===== src/serial_config_pkg.sv =====
/*
 * constants shared by the passive serial configuration port and its word fifo.
 * assumes a 100 MHz core clock; times are kept in ns and turned into cycle counts here.
 */
package serial_config_pkg;
	localparam int CLOCK_PERIOD_NS = 10;
	// power-on hold of the status line; plain default, a top parameter can shorten it
	localparam int POR_DELAY_NS = 100000;
	localparam int POR_CYCLES = (POR_DELAY_NS + CLOCK_PERIOD_NS - 1) / CLOCK_PERIOD_NS;
	// least time from configuration done to user mode (initialization)
	localparam int INIT_TIME_NS = 175000;
	localparam int INIT_CYCLES = (INIT_TIME_NS + CLOCK_PERIOD_NS - 1) / CLOCK_PERIOD_NS;
	localparam int TIMER_BITS = 32;
	localparam logic [1:0] DONE_FALL_EDGES = 2'h2;
	localparam int CFG_WORD_BITS = 8;
	localparam int CFG_WORDS = 64;
	localparam int FIFO_DEPTH = 8;
	// the first word of the bitstream carries the option bits
	localparam int OPTION_INIT_DONE_BIT = 0;
	localparam int OPTION_DATA_USER_IO_BIT = 1;

	typedef enum logic [2:0] {
		ST_POR,
		ST_CLEAR,
		ST_LOAD,
		ST_DONE_WAIT,
		ST_INIT,
		ST_USER,
		ST_ERROR
	} cfg_state_t;
endpackage : serial_config_pkg


===== src/cfg_stream_if.sv =====
/*
 * valid/ready word stream between the configuration port and its fifo.
 * assumes both ends run on the same clock.
 */
`timescale 1ns/100ps
interface cfg_stream_if #(
	parameter int WIDTH = serial_config_pkg::CFG_WORD_BITS
);
	logic valid;
	logic ready;
	logic [WIDTH-1:0] data;
	modport source (output valid, output data, input ready);
	modport sink (input valid, input data, output ready);
endinterface : cfg_stream_if


===== src/passive_serial_config_port.sv =====
/*
 * passive serial configuration port: the host drives the request line, the serial clock
 * and one data line; bits are packed into words and handed out through a fifo.
 * assumes all pins are asynchronous to clock and pass two flip-flops; open-drain lines are
 * pulled high outside the block, so oe high means the line is driven low.
 */
`timescale 1ns/100ps
module passive_serial_config_port #(
	parameter int WORD_BITS = serial_config_pkg::CFG_WORD_BITS,
	parameter int WORDS = serial_config_pkg::CFG_WORDS,
	parameter int FIFO_DEPTH = serial_config_pkg::FIFO_DEPTH,
	parameter int POR_CYCLES = serial_config_pkg::POR_CYCLES,
	parameter int INIT_CYCLES = serial_config_pkg::INIT_CYCLES
) (
	input wire logic clock,
	input wire logic resetn,
	input wire logic clock_enable,
	input wire logic config_request_n,
	input wire logic serial_config_clock,
	input wire logic serial_config_data_in,
	output logic serial_config_data_out,
	output logic serial_config_data_oe,
	output logic status_n_out,
	output logic status_n_oe,
	output logic config_done_out,
	output logic config_done_oe,
	output logic init_done_out,
	output logic init_done_oe,
	output logic user_mode,
	input wire logic user_data_out,
	input wire logic user_data_oe,
	output logic user_data_in,
	output logic cfg_word_valid,
	output logic [WORD_BITS-1:0] cfg_word_data,
	input wire logic cfg_word_ready
);
	localparam int BW = $clog2(WORD_BITS + 1);
	localparam int WW = $clog2(WORDS + 1);
	localparam int TW = serial_config_pkg::TIMER_BITS;

	typedef struct packed {
		logic [1:0] req_sync;
		logic [1:0] clk_sync;
		logic [1:0] data_sync;
		logic clk_last;
		serial_config_pkg::cfg_state_t state;
		logic [TW-1:0] timer;
		logic [WORD_BITS-1:0] shift;
		logic [BW-1:0] bit_cnt;
		logic [WW-1:0] word_cnt;
		logic [1:0] fall_cnt;
		logic opt_init_done;
		logic opt_user_io;
		logic push_valid;
		logic [WORD_BITS-1:0] push_data;
	} port_state_t;

	port_state_t s_reg;
	port_state_t s_next;
	logic [1:0] rst_sync_reg;
	logic rst_n;
	logic clk_rise;
	logic clk_fall;
	logic req_low;
	logic [WORD_BITS-1:0] word_now;

	cfg_stream_if #(.WIDTH(WORD_BITS)) fill_if ();
	cfg_stream_if #(.WIDTH(WORD_BITS)) drain_if ();

	always_ff @(posedge clock or negedge resetn) begin
		if (!resetn) begin
			rst_sync_reg <= 2'h0;
		end else begin
			rst_sync_reg <= {rst_sync_reg[0], 1'b1};
		end
	end
	assign rst_n = rst_sync_reg[1];

	function automatic logic [TW-1:0] to_timer(input int cycles);
		to_timer = TW'(cycles);
	endfunction : to_timer

	assign clk_rise = s_reg.clk_sync[1] && !s_reg.clk_last;
	assign clk_fall = !s_reg.clk_sync[1] && s_reg.clk_last;
	assign req_low = !s_reg.req_sync[1];
	assign word_now = {s_reg.data_sync[1], s_reg.shift[WORD_BITS-1:1]};

	always_comb begin
		s_next = s_reg;
		s_next.req_sync = {s_reg.req_sync[0], config_request_n};
		s_next.clk_sync = {s_reg.clk_sync[0], serial_config_clock};
		s_next.data_sync = {s_reg.data_sync[0], serial_config_data_in};
		s_next.clk_last = s_reg.clk_sync[1];
		if (fill_if.ready) begin
			s_next.push_valid = 1'b0;
		end
		case (s_reg.state)
			serial_config_pkg::ST_POR: begin
				s_next.timer = s_reg.timer + 1'b1;
				if (s_reg.timer >= to_timer(POR_CYCLES - 1)) begin
					s_next.state = serial_config_pkg::ST_CLEAR;
				end
			end
			serial_config_pkg::ST_CLEAR: begin
				s_next.bit_cnt = '0;
				s_next.word_cnt = '0;
				s_next.fall_cnt = '0;
				s_next.timer = '0;
				s_next.opt_init_done = 1'b0;
				s_next.opt_user_io = 1'b0;
				if (!req_low) begin
					s_next.state = serial_config_pkg::ST_LOAD;
				end
			end
			serial_config_pkg::ST_LOAD: begin
				if (clk_rise) begin
					s_next.shift = word_now;
					s_next.bit_cnt = s_reg.bit_cnt + 1'b1;
					if (s_reg.bit_cnt == BW'(WORD_BITS - 1)) begin
						s_next.bit_cnt = '0;
						s_next.word_cnt = s_reg.word_cnt + 1'b1;
						if (s_reg.word_cnt == '0) begin
							s_next.opt_init_done = word_now[serial_config_pkg::OPTION_INIT_DONE_BIT];
							s_next.opt_user_io = word_now[serial_config_pkg::OPTION_DATA_USER_IO_BIT];
						end
						// a word lost to a full fifo is an error
						if (s_reg.push_valid && !fill_if.ready) begin
							s_next.state = serial_config_pkg::ST_ERROR;
						end else begin
							s_next.push_valid = 1'b1;
							s_next.push_data = word_now;
							// done only after the last word
							if (s_reg.word_cnt == WW'(WORDS - 1)) begin
								s_next.state = serial_config_pkg::ST_DONE_WAIT;
							end
						end
					end
				end
			end
			serial_config_pkg::ST_DONE_WAIT: begin
				if (clk_fall) begin
					s_next.fall_cnt = s_reg.fall_cnt + 1'b1;
					if (s_reg.fall_cnt == serial_config_pkg::DONE_FALL_EDGES - 2'h1) begin
						s_next.state = serial_config_pkg::ST_INIT;
					end
				end
			end
			serial_config_pkg::ST_INIT: begin
				s_next.timer = s_reg.timer + 1'b1;
				if (s_reg.timer >= to_timer(INIT_CYCLES - 1)) begin
					s_next.state = serial_config_pkg::ST_USER;
				end
			end
			serial_config_pkg::ST_USER: begin
			end
			serial_config_pkg::ST_ERROR: begin
			end
			default: begin
				s_next.state = serial_config_pkg::ST_CLEAR;
			end
		endcase
		// request low restarts configuration from any state past power-on
		if (req_low && s_reg.state != serial_config_pkg::ST_POR) begin
			s_next.state = serial_config_pkg::ST_CLEAR;
		end
	end

	always_ff @(posedge clock or negedge rst_n) begin
		if (!rst_n) begin
			s_reg <= '0;
		end else if (clock_enable) begin
			s_reg <= s_next;
		end
	end

	assign fill_if.valid = s_reg.push_valid;
	assign fill_if.data = s_reg.push_data;
	assign cfg_word_valid = drain_if.valid;
	assign cfg_word_data = drain_if.data;
	assign drain_if.ready = cfg_word_ready;

	cfg_word_fifo #(
		.WIDTH(WORD_BITS),
		.DEPTH(FIFO_DEPTH)
	) word_fifo (
		.clock(clock),
		.reset_n(rst_n),
		.clock_enable(clock_enable),
		.fill(fill_if.sink),
		.drain(drain_if.source)
	);

	// status low during power-on, clear and error; released otherwise
	assign status_n_out = 1'b0;
	assign status_n_oe = (s_reg.state == serial_config_pkg::ST_POR)
		|| (s_reg.state == serial_config_pkg::ST_CLEAR)
		|| (s_reg.state == serial_config_pkg::ST_ERROR);
	// done held low until every word arrived
	assign config_done_out = 1'b0;
	assign config_done_oe = (s_reg.state == serial_config_pkg::ST_POR)
		|| (s_reg.state == serial_config_pkg::ST_CLEAR)
		|| (s_reg.state == serial_config_pkg::ST_LOAD)
		|| (s_reg.state == serial_config_pkg::ST_ERROR);
	// init-done low from option load until user mode
	assign init_done_out = 1'b0;
	assign init_done_oe = s_reg.opt_init_done && (s_reg.state != serial_config_pkg::ST_USER);
	assign user_mode = (s_reg.state == serial_config_pkg::ST_USER);
	// data pin handed to user logic
	assign serial_config_data_out = user_data_out;
	assign serial_config_data_oe = user_mode && s_reg.opt_user_io && user_data_oe;
	assign user_data_in = s_reg.data_sync[1];
endmodule : passive_serial_config_port


===== src/cfg_word_fifo.sv =====
/*
 * small word fifo with a registered read stage.
 * assumes synchronous use on one clock, reset released synchronously by the caller.
 */
`timescale 1ns/100ps
module cfg_word_fifo #(
	parameter int WIDTH = serial_config_pkg::CFG_WORD_BITS,
	parameter int DEPTH = serial_config_pkg::FIFO_DEPTH
) (
	input wire logic clock,
	input wire logic reset_n,
	input wire logic clock_enable,
	cfg_stream_if.sink fill,
	cfg_stream_if.source drain
);
	localparam int PW = $clog2(DEPTH);
	localparam int CW = $clog2(DEPTH + 1);
	localparam logic [CW-1:0] FULL_COUNT = CW'(DEPTH);

	typedef struct packed {
		logic [DEPTH-1:0][WIDTH-1:0] mem;
		logic [PW-1:0] wr_ptr;
		logic [PW-1:0] rd_ptr;
		logic [CW-1:0] count;
		logic out_valid;
		logic [WIDTH-1:0] out_data;
	} fifo_state_t;

	fifo_state_t s_reg;
	fifo_state_t s_next;
	logic do_write;
	logic do_read;

	assign fill.ready = (s_reg.count != FULL_COUNT);
	assign drain.valid = s_reg.out_valid;
	assign drain.data = s_reg.out_data;

	always_comb begin
		s_next = s_reg;
		do_write = fill.valid && fill.ready;
		do_read = (s_reg.count != '0) && (!s_reg.out_valid || drain.ready);
		if (do_write) begin
			s_next.mem[s_reg.wr_ptr] = fill.data;
			s_next.wr_ptr = (s_reg.wr_ptr == PW'(DEPTH - 1)) ? '0 : s_reg.wr_ptr + 1'b1;
		end
		if (do_read) begin
			s_next.out_data = s_reg.mem[s_reg.rd_ptr];
			s_next.out_valid = 1'b1;
			s_next.rd_ptr = (s_reg.rd_ptr == PW'(DEPTH - 1)) ? '0 : s_reg.rd_ptr + 1'b1;
		end else if (drain.ready) begin
			s_next.out_valid = 1'b0;
		end
		if (do_write && !do_read) begin
			s_next.count = s_reg.count + 1'b1;
		end else if (!do_write && do_read) begin
			s_next.count = s_reg.count - 1'b1;
		end
	end

	always_ff @(posedge clock or negedge reset_n) begin
		if (!reset_n) begin
			s_reg <= '0;
		end else if (clock_enable) begin
			s_reg <= s_next;
		end
	end
endmodule : cfg_word_fifo


===== config.mk =====
export PLATFORM = sky130hd
export DESIGN_NAME = passive_serial_config_port
export DESIGN_NICKNAME = d
export VERILOG_FILES = /design/src/serial_config_pkg.sv /design/src/cfg_stream_if.sv /design/src/passive_serial_config_port.sv /design/src/cfg_word_fifo.sv
export SDC_FILE = /design/constraint.sdc
export NUM_CORES = 1
export LEC_CHECK = 0
export ABC_AREA = 1
export BUFFER_PORTS_ARGS = -buffer_cell sky130_fd_sc_hd__buf_2
export CAP_MARGIN = 20
export CELL_PAD_IN_SITES_DETAIL_PLACEMENT = 1
export CELL_PAD_IN_SITES_GLOBAL_PLACEMENT = 1
export CORE_ASPECT_RATIO = 0.5
export CORE_MARGIN = 4
export CORE_UTILIZATION = 45
export DETAILED_ROUTE_END_ITERATION = 8
export PLACE_DENSITY_LB_ADDON = 0.1
export SYNTH_ARGS = -nofsm -noshare
export SYNTH_HDL_FRONTEND = slang
export SYNTH_SLANG_ARGS = --single-unit

===== constraint.sdc =====
create_clock -name clock -period 10.4 [get_ports clock]
set_input_delay 1.04 -clock clock [delete_from_list [all_inputs] [get_ports clock]]
set_output_delay 1.04 -clock clock [all_outputs]
set_load 0.02 [all_outputs]

==> results of run 1 <==
==> worst max-delay path: stages <==
cell      delay, ps
buf_2           260
inv_1           310
nor2_1          850
clkinv_1        530
nand2_1         160
nand2_1          70
==> power groups by stage <==
stage	combinational [W]	clock, W	sequential, W
after detailed placement	0.000551	0	0.000788
after floorplan	0.000433	0	0.000751
final	0.000553	0.000684	0.000778
after CTS	0.000561	0.000698	0.000777
after global placement	0.000530	0	0.000784
after global routing	0.000624	0.000725	0.000789
==> how the worst min path moves through the flow <==
stage                                          from                   endpoint  slack (ps)
after floorplan           rst_sync_reg[0]$_DFF_PN0_  rst_sync_reg[1]$_DFF_PN0_         330
after global placement    rst_sync_reg[0]$_DFF_PN0_  rst_sync_reg[1]$_DFF_PN0_         340
after detailed placement  rst_sync_reg[0]$_DFF_PN0_  rst_sync_reg[1]$_DFF_PN0_         340
after CTS                 rst_sync_reg[0]$_DFF_PN0_  rst_sync_reg[1]$_DFF_PN0_         350
after global routing                         resetn  rst_sync_reg[1]$_DFF_PN0_         360
final                     rst_sync_reg[0]$_DFF_PN0_  rst_sync_reg[1]$_DFF_PN0_         350
==> through the flow <==
step / instance area, µm² / total power (W)
2_1_floorplan: 8050 / 0.00118
3_3_place_gp: 8230 / 0.00131
3_5_place_dp: 8260 / 0.00134
4_1_cts: 8890 / 0.00204
5_1_grt: 8890 / 0.00214
6_report: 8890 / 0.00201
==> metal layers <==
layer	global-route usage (%)	share of wire (%)
met1	28.5	47
met3	3.49	2.2
met4	7.03	1.9
met2	39.7	49
met5	0	0
==> placed cells by master, fill, tap and decap left out, types with 8 or more instances in the layout <==
master / instances
dfrtp_1: 157
o22ai_1: 9
nor2_1: 117
buf_2: 22
o211ai_1: 8
clkbuf_16: 17
o21ai_2: 8
o21ai_0: 144
a21oi_1: 27
o221ai_1: 8
ha_1: 12
nand2_1: 247
inv_1: 86
nand3_1: 34
nand4_1: 19
nor3_1: 16
==> layout make-up <==
cell class                      instances  share of cell area [%]
Sequential cell                       158                    44.5
Multi-Input combinational cell        701                    39.3
Clock buffer                           18                    4.94
Inverter                               95                    4.02
Tap cell                              234                    3.29
Clock inverter                         14                    2.19
Timing Repair Buffer                   26                    1.80
==> cell families (layout without fill, tap and decap cells) <==
logic type,count (synthesis),after routing,synth area share (%)
other,2,4,0.0933
AO/OA/AOI/OAI,217,217,15.0
AND/OR/NAND/NOR,459,459,25.2
multiplexers,1,1,0.124
flip-flops,158,158,49.1
buffers and inverters,138,153,7.56
adder cells (fa/ha/maj),13,13,2.12
XOR/XNOR,7,7,0.762
==> flow_metrics.env, run 1 <==
export IMPL_clockBufferDepth=2
export IMPL_drt_first_pass_iters=4
export IMPL_synthTopCellsByArea="dfrtp_1 (49%), nand2_1 (12%), o21ai_0 (9.0%), nor2_1 (5.5%), inv_1 (4.0%)"
export IMPL_syn_area_per_cell_um2=8.09
export IMPL_die_w_um=197
export IMPL_finalHoldViolations=0
export IMPL_htreeDepth=4
export IMPL_clkSlewWorstSetupHoldPaths_ps=80
export IMPL_grt_pass1_wl_mm=36.2
export IMPL_fp_dieArea_um2=20200
export IMPL_placed_cells=1214
export IMPL_multi_input_area_um2=3490
export IMPL_yosysMostFrequentCell="nand2_1"
export IMPL_skew_ps=13.5
export IMPL_grt_max_degree=76
export IMPL_reg2reg_depth=10
export IMPL_synth_cell_type_count=47
export IMPL_wirelength_mm=21.0
export IMPL_start_util_pct=46.1
export IMPL_share_comb_of_total_power_pct=27.5
export IMPL_reg2reg_from="word_fifo.s_reg[12]$_DFFE_PN0P_"
export IMPL_cts_sinks=158
export IMPL_numCtsBuffers=17
export IMPL_grt_pass1_vias=7144
export IMPL_die_h_um=103
export IMPL_port_buffers=22
export IMPL_post_cts_setup_buffers=0
export IMPL_synth_top_area_share_pct=49.1
export IMPL_status="finished clean"
export IMPL_largest_reg_flops=74
export IMPL_drv_slew=0
export IMPL_period_needed_ps=2930
export IMPL_drive_above_1_share_pct=9.58
export IMPL_timing_final_ws_setup_ps=7470
export IMPL_synthTopCellsByCount="nand2_1 (247), dfrtp_1 (158), o21ai_0 (144)"
export IMPL_syn_inst=995
export IMPL_antenna_left=0
export IMPL_ff_latch_area_um2=3960
export IMPL_postCtsResizedCells=0
export IMPL_fin_util_pct=51.0
export IMPL_fillerInstances=2144
export IMPL_min_delay_path_class="register to register"
export IMPL_tightest_slew_ps=1010
export IMPL_antenna_found_initial=0
export IMPL_synth_area_um2=8050
export IMPL_ios=28
export IMPL_setup_violations=0
export IMPL_clkLatencyLatePin_ps=430
export IMPL_hpwlAfterDp_mm=14.3
export IMPL_startpoint="clock_enable"
export IMPL_synthArstFlopShare_pct=100
export IMPL_ys_ff_latch=158
export IMPL_drt_wirelength_per_cell_um=16.9
export IMPL_grt_usage_pct=22.3
export IMPL_dp_slack_ps=7040
export IMPL_power_frac_seq_pct=38.6
export IMPL_relSlewSlack_pct=32.4
export IMPL_intPower_w=0.00124
export IMPL_p_per_area_nw_per_um2=226
export IMPL_synth_seq_area_share_pct=49.1
export IMPL_cp_required_ps=10710
export IMPL_switching_share_pct=38.3
export IMPL_ctsRootBufferMaster="clkbuf_16"
export IMPL_reg2reg_slack_ps=8020
export IMPL_via_per_inst=5.36
export IMPL_path_class="primary input to register"
export IMPL_setup_tns_ps=0
export IMPL_initialDrtViolationCount=298
export IMPL_final_cells=1246
export IMPL_antenna_cells=0
export IMPL_coreArea_um2=17400
export IMPL_maxCapViolations=0
export IMPL_rows=34
export IMPL_endpoint="word_fifo.drain.data[2]$_DFFE_PN0P_"
export IMPL_synth_largest_area_cell="dfrtp_1"
export IMPL_arrival_ps=3240
export IMPL_cts_tree="done"
export IMPL_hold_depth=0
export IMPL_vdd_drop_max_mv=0.188
export IMPL_switchingPower_w=0.000771
export IMPL_hold_slack_ps=352
export IMPL_cp_max_fo=18
export IMPL_finalNetCount=1021
export IMPL_rsz0062_at_grt="no"
export IMPL_gp_congestion=0.839
export IMPL_p_clk_share_pct=33.9
export IMPL_hold_buffers=0
export IMPL_start_kind="primary input"
export IMPL_timing_rr_end="word_fifo.s_reg[12]$_DFFE_PN0P_"
export IMPL_grt_ovfl_total=0
export IMPL_crit_path_end_kind="register"
export IMPL_drc=0
export IMPL_areaGrowthSynthToFinish_pct=10.5
export IMPL_num_vias=6676
export IMPL_period_share_pct=28.2
export IMPL_synth_edf_count=0
export IMPL_yosysWarnings=0
export IMPL_max_freq_mhz=341
export IMPL_leakagePower_nw=4.07
export IMPL_synth_top_flop_cell="dfrtp_1"
No activity file was read; power rests on OpenSTA's default activity.
==> run 2, diff against run 1 <==
==> constraint.sdc (replaced) <==
create_clock -name clock -period 2.9 [get_ports clock]
set_input_delay 0.29 -clock clock [delete_from_list [all_inputs] [get_ports clock]]
set_output_delay 0.29 -clock clock [all_outputs]
set_load 0.02 [all_outputs]
==> run 2 against run 1 <==
  * Non-clock buffer count rose by 5
  * Final cell count is 0.40% higher
  * Clock-buffer cell count decreased by 1
  * Clock skew shrank 4.4 ps
  * Die area is the same
  * Sequential cell count is the same
  * Largest cell class unchanged
==> flow_metrics.env, run 2 (synthesis gave the netlist of run 1 again) <==
export IMPL_status="finished clean"
export IMPL_share_comb_of_total_power_pct=28.2
export IMPL_place_area_um2=8280
export IMPL_num_vias=6737
export IMPL_fp_dieArea_um2=20200
export IMPL_post_cts_setup_buffers=0
export IMPL_finalNetCount=1026
export IMPL_drt_wirelength_per_cell_um=16.8
export IMPL_final_cell_area_um2=8950
export IMPL_cts_sinks=158
export IMPL_wirelength_mm=21.0
export IMPL_hold_buffers=1
export IMPL_cts_tree="done"
export IMPL_areaGrowthSynthToFinish_pct=11.2
export IMPL_drc=0
export IMPL_p_clk_share_pct=34.4
export IMPL_grt_pass1_vias=6990
export IMPL_die_w_um=197
export IMPL_largest_reg_flops=74
export IMPL_leakagePower_nw=4.09
export IMPL_crit_path_end_kind="register"
export IMPL_min_delay_path_class="primary input to register"
export IMPL_cp_required_ps=3210
export IMPL_drv_slew=0
export IMPL_port_buffers=22
export IMPL_clockBufferDepth=2
export IMPL_grt_pass1_wl_mm=35.6
export IMPL_initialDrtViolationCount=337
export IMPL_grt_ovfl_total=0
export IMPL_path_class="register to register"
export IMPL_arrival_ps=2720
export IMPL_setup_tns_ps=0
export IMPL_fin_util_pct=51.3
export IMPL_gp_congestion=0.827
export IMPL_drive_above_1_share_pct=9.93
export IMPL_power_frac_seq_pct=37.5
export IMPL_skew_ps=9.11
export IMPL_via_per_inst=5.39
export IMPL_antenna_found_initial=0
export IMPL_drt_first_pass_iters=4
export IMPL_tightest_slew_ps=1060
export IMPL_ios=28
export IMPL_rows=34
export IMPL_period_share_pct=83.0
export IMPL_numCtsBuffers=17
export IMPL_finalHoldViolations=0
export IMPL_start_util_pct=46.1
export IMPL_start_kind="register"
export IMPL_coreArea_um2=17400
export IMPL_intPower_w=0.00453
export IMPL_die_h_um=103
export IMPL_switching_share_pct=37.7
export IMPL_vdd_drop_max_mv=0.525
export IMPL_relSlewSlack_pct=29.1
export IMPL_cp_max_fo=14
export IMPL_postCtsResizedCells=0
export IMPL_clkLatencyLatePin_ps=430
export IMPL_switchingPower_w=0.00274
export IMPL_rsz0062_at_grt="no"
export IMPL_hpwlAfterDp_mm=14.3
export IMPL_period_needed_ps=2410
export IMPL_antenna_cells=0
export IMPL_setup_violations=0
export IMPL_max_freq_mhz=415
export IMPL_p_per_area_nw_per_um2=813
export IMPL_htreeDepth=4
export IMPL_clkSlewWorstSetupHoldPaths_ps=70
export IMPL_grt_usage_pct=22.0
export IMPL_grt_max_degree=59
export IMPL_maxCapViolations=0
export IMPL_layout_common_cells="nand2_1 (247), dfrtp_1 (157), o21ai_0 (144)"
export IMPL_ctsRootBufferMaster="clkbuf_16"
export IMPL_final_common_cell="nand2_1"
export IMPL_antenna_left=0
run 2: cell types whose count changed in the layout (fill, tap and decap cells not counted):
cell           before  now
buf_12              0    1
buf_16              1    0
buf_4               3    7
bufinv_16           3    4
clkbuf_8            1    0
clkinv_2            2    1
clkinv_4            1    3
clkinvlp_4          0    2
dlygate4sd3_1       0    1
inv_6               6    2
inv_8               2    3
run 2: through the flow:
step / hold WS (ps) / power (W) / std cells / setup WS [ps]
2_1_floorplan: -5.59 / 0.00425 / 997 / 283
3_3_place_gp: 75.4 / 0.00471 / 1218 / 681
3_5_place_dp: 80.9 / 0.00479 / 1218 / 512
4_1_cts: 55.0 / 0.00737 / 1251 / 473
5_1_grt: 72.9 / 0.00775 / 1251 / 251
6_report: 71.6 / 0.00728 / 1251 / 492
run 2: critical path, stage by stage, from the launching register on:
cell and delay [ps]:
dfrtp_1 460, o41ai_1 140, nor2_1 810, clkinv_1 610, nand2_1 200, nand2_1 70
run 2: power by group through the flow:
stage / clock network, W / registers, W / logic (W)
after floorplan: 0 / 0.00269 / 0.00155
after global placement: 0 / 0.00275 / 0.00196
after detailed placement: 0 / 0.00276 / 0.00203
after CTS: 0.00257 / 0.00273 / 0.00208
after global routing: 0.00267 / 0.00277 / 0.00231
final: 0.00250 / 0.00273 / 0.00205
run 2: routing by layer:
metal,GRT usage (%),vias up,part of all wire (%)
met5,0,-,0
li1,-,3278,-
met3,3.82,22,2.2
met1,28.2,3362,46
met2,39.1,75,50
met4,6.50,0,1.5
run 2: final cells by class:
cell class	instances	area, µm²
fill	2152	8500
timing repair buffer	31	193
clock buffer	17	425
clock inverter	15	229
tap	234	293
sequential	158	3960
inverter	95	358
multi-input combinational	701	3490
run 2: final timing paths:
path	depth (start not counted)	slack, ps	from	to
worst max register to register	5	490	word_fifo.s_reg[9]$_DFFE_PN0P_	word_fifo.drain.data[3]$_DFFE_PN0P_
worst max-delay path	5	490	word_fifo.s_reg[9]$_DFFE_PN0P_	word_fifo.drain.data[3]$_DFFE_PN0P_
worst min register to register	0	340	rst_sync_reg[1]$_DFF_PN0_	word_fifo.s_reg[41]$_DFFE_PN0P_
min in group asynchronous	2	170	resetn	rst_sync_reg[1]$_DFF_PN0_
max in group asynchronous	1	1650	rst_sync_reg[1]$_DFF_PN0_	s_reg[55]$_DFFE_PN0P_
worst min-delay path	3	70	config_request_n	s_next[73]$_DFFE_PN0P_
==> run 3, diff against run 2 <==
--- a/config.mk
+++ b/config.mk
@@ -12,7 +12,7 @@
 export CELL_PAD_IN_SITES_GLOBAL_PLACEMENT = 1
 export CORE_ASPECT_RATIO = 0.5
 export CORE_MARGIN = 4
-export CORE_UTILIZATION = 45
+export CORE_UTILIZATION = 43
 export DETAILED_ROUTE_END_ITERATION = 8
 export PLACE_DENSITY_LB_ADDON = 0.1
 export SYNTH_ARGS = -nofsm -noshare
==> constraint.sdc (replaced) <==
create_clock -name clock -period 2.1 [get_ports clock]
set_input_delay 0.21 -clock clock [delete_from_list [all_inputs] [get_ports clock]]
set_output_delay 0.21 -clock clock [all_outputs]
set_load 0.02 [all_outputs]
==> run 3 against run 2 <==
  * Sequential cell count unchanged
  * Hold slack improved by 18 ps
  * Clock power is 27% higher
  * Highest routed layer unchanged
  * The run now ends with negative setup slack left
  * Critical path type unchanged
  * Final cell count increased by 3.3%
  * Critical path depth grew 3
==> flow_metrics.env, run 3 (synthesis gave the netlist of run 1 again) <==
export IMPL_clkLatencyLatePin_ps=430
export IMPL_drt_first_pass_iters=4
export IMPL_setup_violations=3
export IMPL_cts_sinks=158
export IMPL_fin_util_pct=50.4
export IMPL_numCtsBuffers=17
export IMPL_period_needed_ps=2130
export IMPL_drt_wirelength_per_cell_um=16.6
export IMPL_hold_slack_ps=89.2
export IMPL_grt_ovfl_total=0
export IMPL_fillerInstances=2226
export IMPL_p_per_area_nw_per_um2=1090
export IMPL_maxCapViolations=0
export IMPL_start_kind="register"
export IMPL_intPower_w=0.00618
export IMPL_relSlewSlack_pct=58.3
export IMPL_min_delay_path_class="primary input to async pin"
export IMPL_skew_ps=12.3
export IMPL_critPathMostFrequentCell="buf_6"
export IMPL_cp_required_ps=2420
export IMPL_port_buffers=22
export IMPL_hpwlAfterDp_mm=14.9
export IMPL_grt_pass1_wl_mm=36.4
export IMPL_die_h_um=105
export IMPL_largest_reg_flops=74
export IMPL_status="finished with violations"
export IMPL_crit_path_end_kind="register"
export IMPL_cts_tree="done"
export IMPL_fp_dieArea_um2=21100
export IMPL_endpoint="word_fifo.s_reg[11]$_DFFE_PN0P_"
export IMPL_period_share_pct=101
export IMPL_antenna_cells=0
export IMPL_via_per_inst=5.28
export IMPL_rsz0062_at_grt="yes"
export IMPL_grt_max_degree=41
export IMPL_setup_tns_ps=-48.3
export IMPL_drive_above_1_share_pct=13.9
export IMPL_reg2reg_from="word_fifo.s_reg[11]$_DFFE_PN0P_"
export IMPL_arrival_ps=2450
export IMPL_wirelength_mm=21.4
export IMPL_ios=28
export IMPL_clockBufferDepth=2
export IMPL_rows=35
export IMPL_p_total_w=0.0101
export IMPL_finalNetCount=1061
export IMPL_vdd_drop_max_mv=0.701
export IMPL_num_vias=6827
export IMPL_cp_max_fo=4
export IMPL_timing_rr_end="word_fifo.s_reg[11]$_DFFE_PN0P_"
export IMPL_reg2reg_depth=8
export IMPL_grt_pass1_vias=7134
export IMPL_clkSlewWorstSetupHoldPaths_ps=70
export IMPL_max_stage_delay_ps=470
export IMPL_timing_final_ws_setup_ps=-29.3
export IMPL_coreArea_um2=18400
export IMPL_areaGrowthSynthToFinish_pct=15.3
export IMPL_initialDrtViolationCount=332
export IMPL_die_w_um=201
export IMPL_drc=0
export IMPL_antenna_found_initial=0
export IMPL_power_frac_seq_pct=37.4
export IMPL_finalHoldViolations=0
export IMPL_path_cells="o41ai_4, ha_2, inv_2, buf_6, buf_6, fa_2, xnor2_1, o21ai_1"
export IMPL_violations="negative setup slack"
export IMPL_reg2reg_slack_ps=-30
export IMPL_switching_share_pct=38.7
export IMPL_htreeDepth=4
export IMPL_final_common_cell="nand2_1"
export IMPL_path_class="register to register"
export IMPL_dp_slack_ps=-129
export IMPL_ctsRootBufferMaster="clkbuf_16"
export IMPL_p_clk_share_pct=31.4
export IMPL_share_comb_of_total_power_pct=31.3
export IMPL_layout_common_cells="nand2_1 (247), dfrtp_1 (155), o21ai_0 (143)"
export IMPL_gp_congestion=0.853
export IMPL_max_freq_mhz=470
export IMPL_drv_slew=0
export IMPL_grt_usage_pct=21.0
export IMPL_leakagePower_nw=4.26
export IMPL_start_util_pct=43.7
export IMPL_antenna_left=0
export IMPL_tightest_slew_ps=625
export IMPL_switchingPower_w=0.00391
export IMPL_worst_path_max_delay_cell="dfrtp_2"
export IMPL_startpoint="word_fifo.s_reg[11]$_DFFE_PN0P_"
==> run 3: changes by cell type in the layout (fill, tap and decap cells not counted), sizes merged <==
cell	delta
inv	+3
buf	+32
clkinv	-1
dlygate4sd3	+3
bufinv	-3
clkbuf	+1
==> run 3: layout make-up <==
cell class                      instances  area (µm²)  share of cell area [%]
Sequential cell                       158        3960                    42.7
Multi-Input combinational cell        701        3550                    38.3
Timing Repair Buffer                   66         520                    5.61
Clock buffer                           18         439                    4.73
Inverter                               95         358                    3.86
Tap cell                              240         300                    3.24
Clock inverter                         14         146                    1.58
==> run 3: worst min path at each step <==
| stage | from | cells past startpoint | slack, ps | end |
|---|---|---|---|---|
| after floorplan | resetn | 0 | -90 | rst_sync_reg[0]$_DFF_PN0_ |
| after global placement | resetn | 1 | -5 | rst_sync_reg[0]$_DFF_PN0_ |
| after detailed placement | resetn | 1 | -2 | rst_sync_reg[1]$_DFF_PN0_ |
| after CTS | resetn | 2 | 80 | rst_sync_reg[1]$_DFF_PN0_ |
| after global routing | resetn | 2 | 90 | rst_sync_reg[1]$_DFF_PN0_ |
| final | resetn | 2 | 90 | rst_sync_reg[1]$_DFF_PN0_ |
==> run 3: worst max-delay path, delay by kind of cell, from the launching register on <==
kind / cells / cell delay (ps)
fa+ha+maj: 2 / 580
compound gates: 2 / 490
flops: 1 / 470
buf+inv: 3 / 280
xor+xnor: 1 / 190
==> run 3: power by group through the flow <==
stage / Sequential, W / Clock [W] / Combinational, W
3_3_place_gp: 0.00377 / 0 / 0.00293
3_5_place_dp: 0.00380 / 0 / 0.00300
6_report: 0.00377 / 0.00317 / 0.00316
5_1_grt: 0.00383 / 0.00338 / 0.00359
2_1_floorplan: 0.00373 / 0 / 0.00215
4_1_cts: 0.00375 / 0.00323 / 0.00315
==> run 3: repair_timing <==
action | 4_1_cts | 5_1_grt
buffers inserted | 4 | 2
endpoints found under the setup margin | 1 | 6
hold endpoints to repair | 5 | 0
gates resized for setup | 7 | 9
hold buffers | 4 | 0
pin swaps | 6 | 8
==> run 3: metal layers <==
metal,wire (µm),up-vias,track usage (%)
met5,0,-,0
met2,10600,76,37.2
li1,-,3349,-
met4,301,0,4.92
met1,9900,3378,26.8
met3,624,24,4.34
==> run 3: through the flow <==
stage / area (µm²) / instances
2_1_floorplan: 8060 / 997
3_3_place_gp: 8540 / 1250
3_5_place_dp: 8540 / 1250
4_1_cts: 9230 / 1290
5_1_grt: 9280 / 1292
6_report: 9280 / 1292
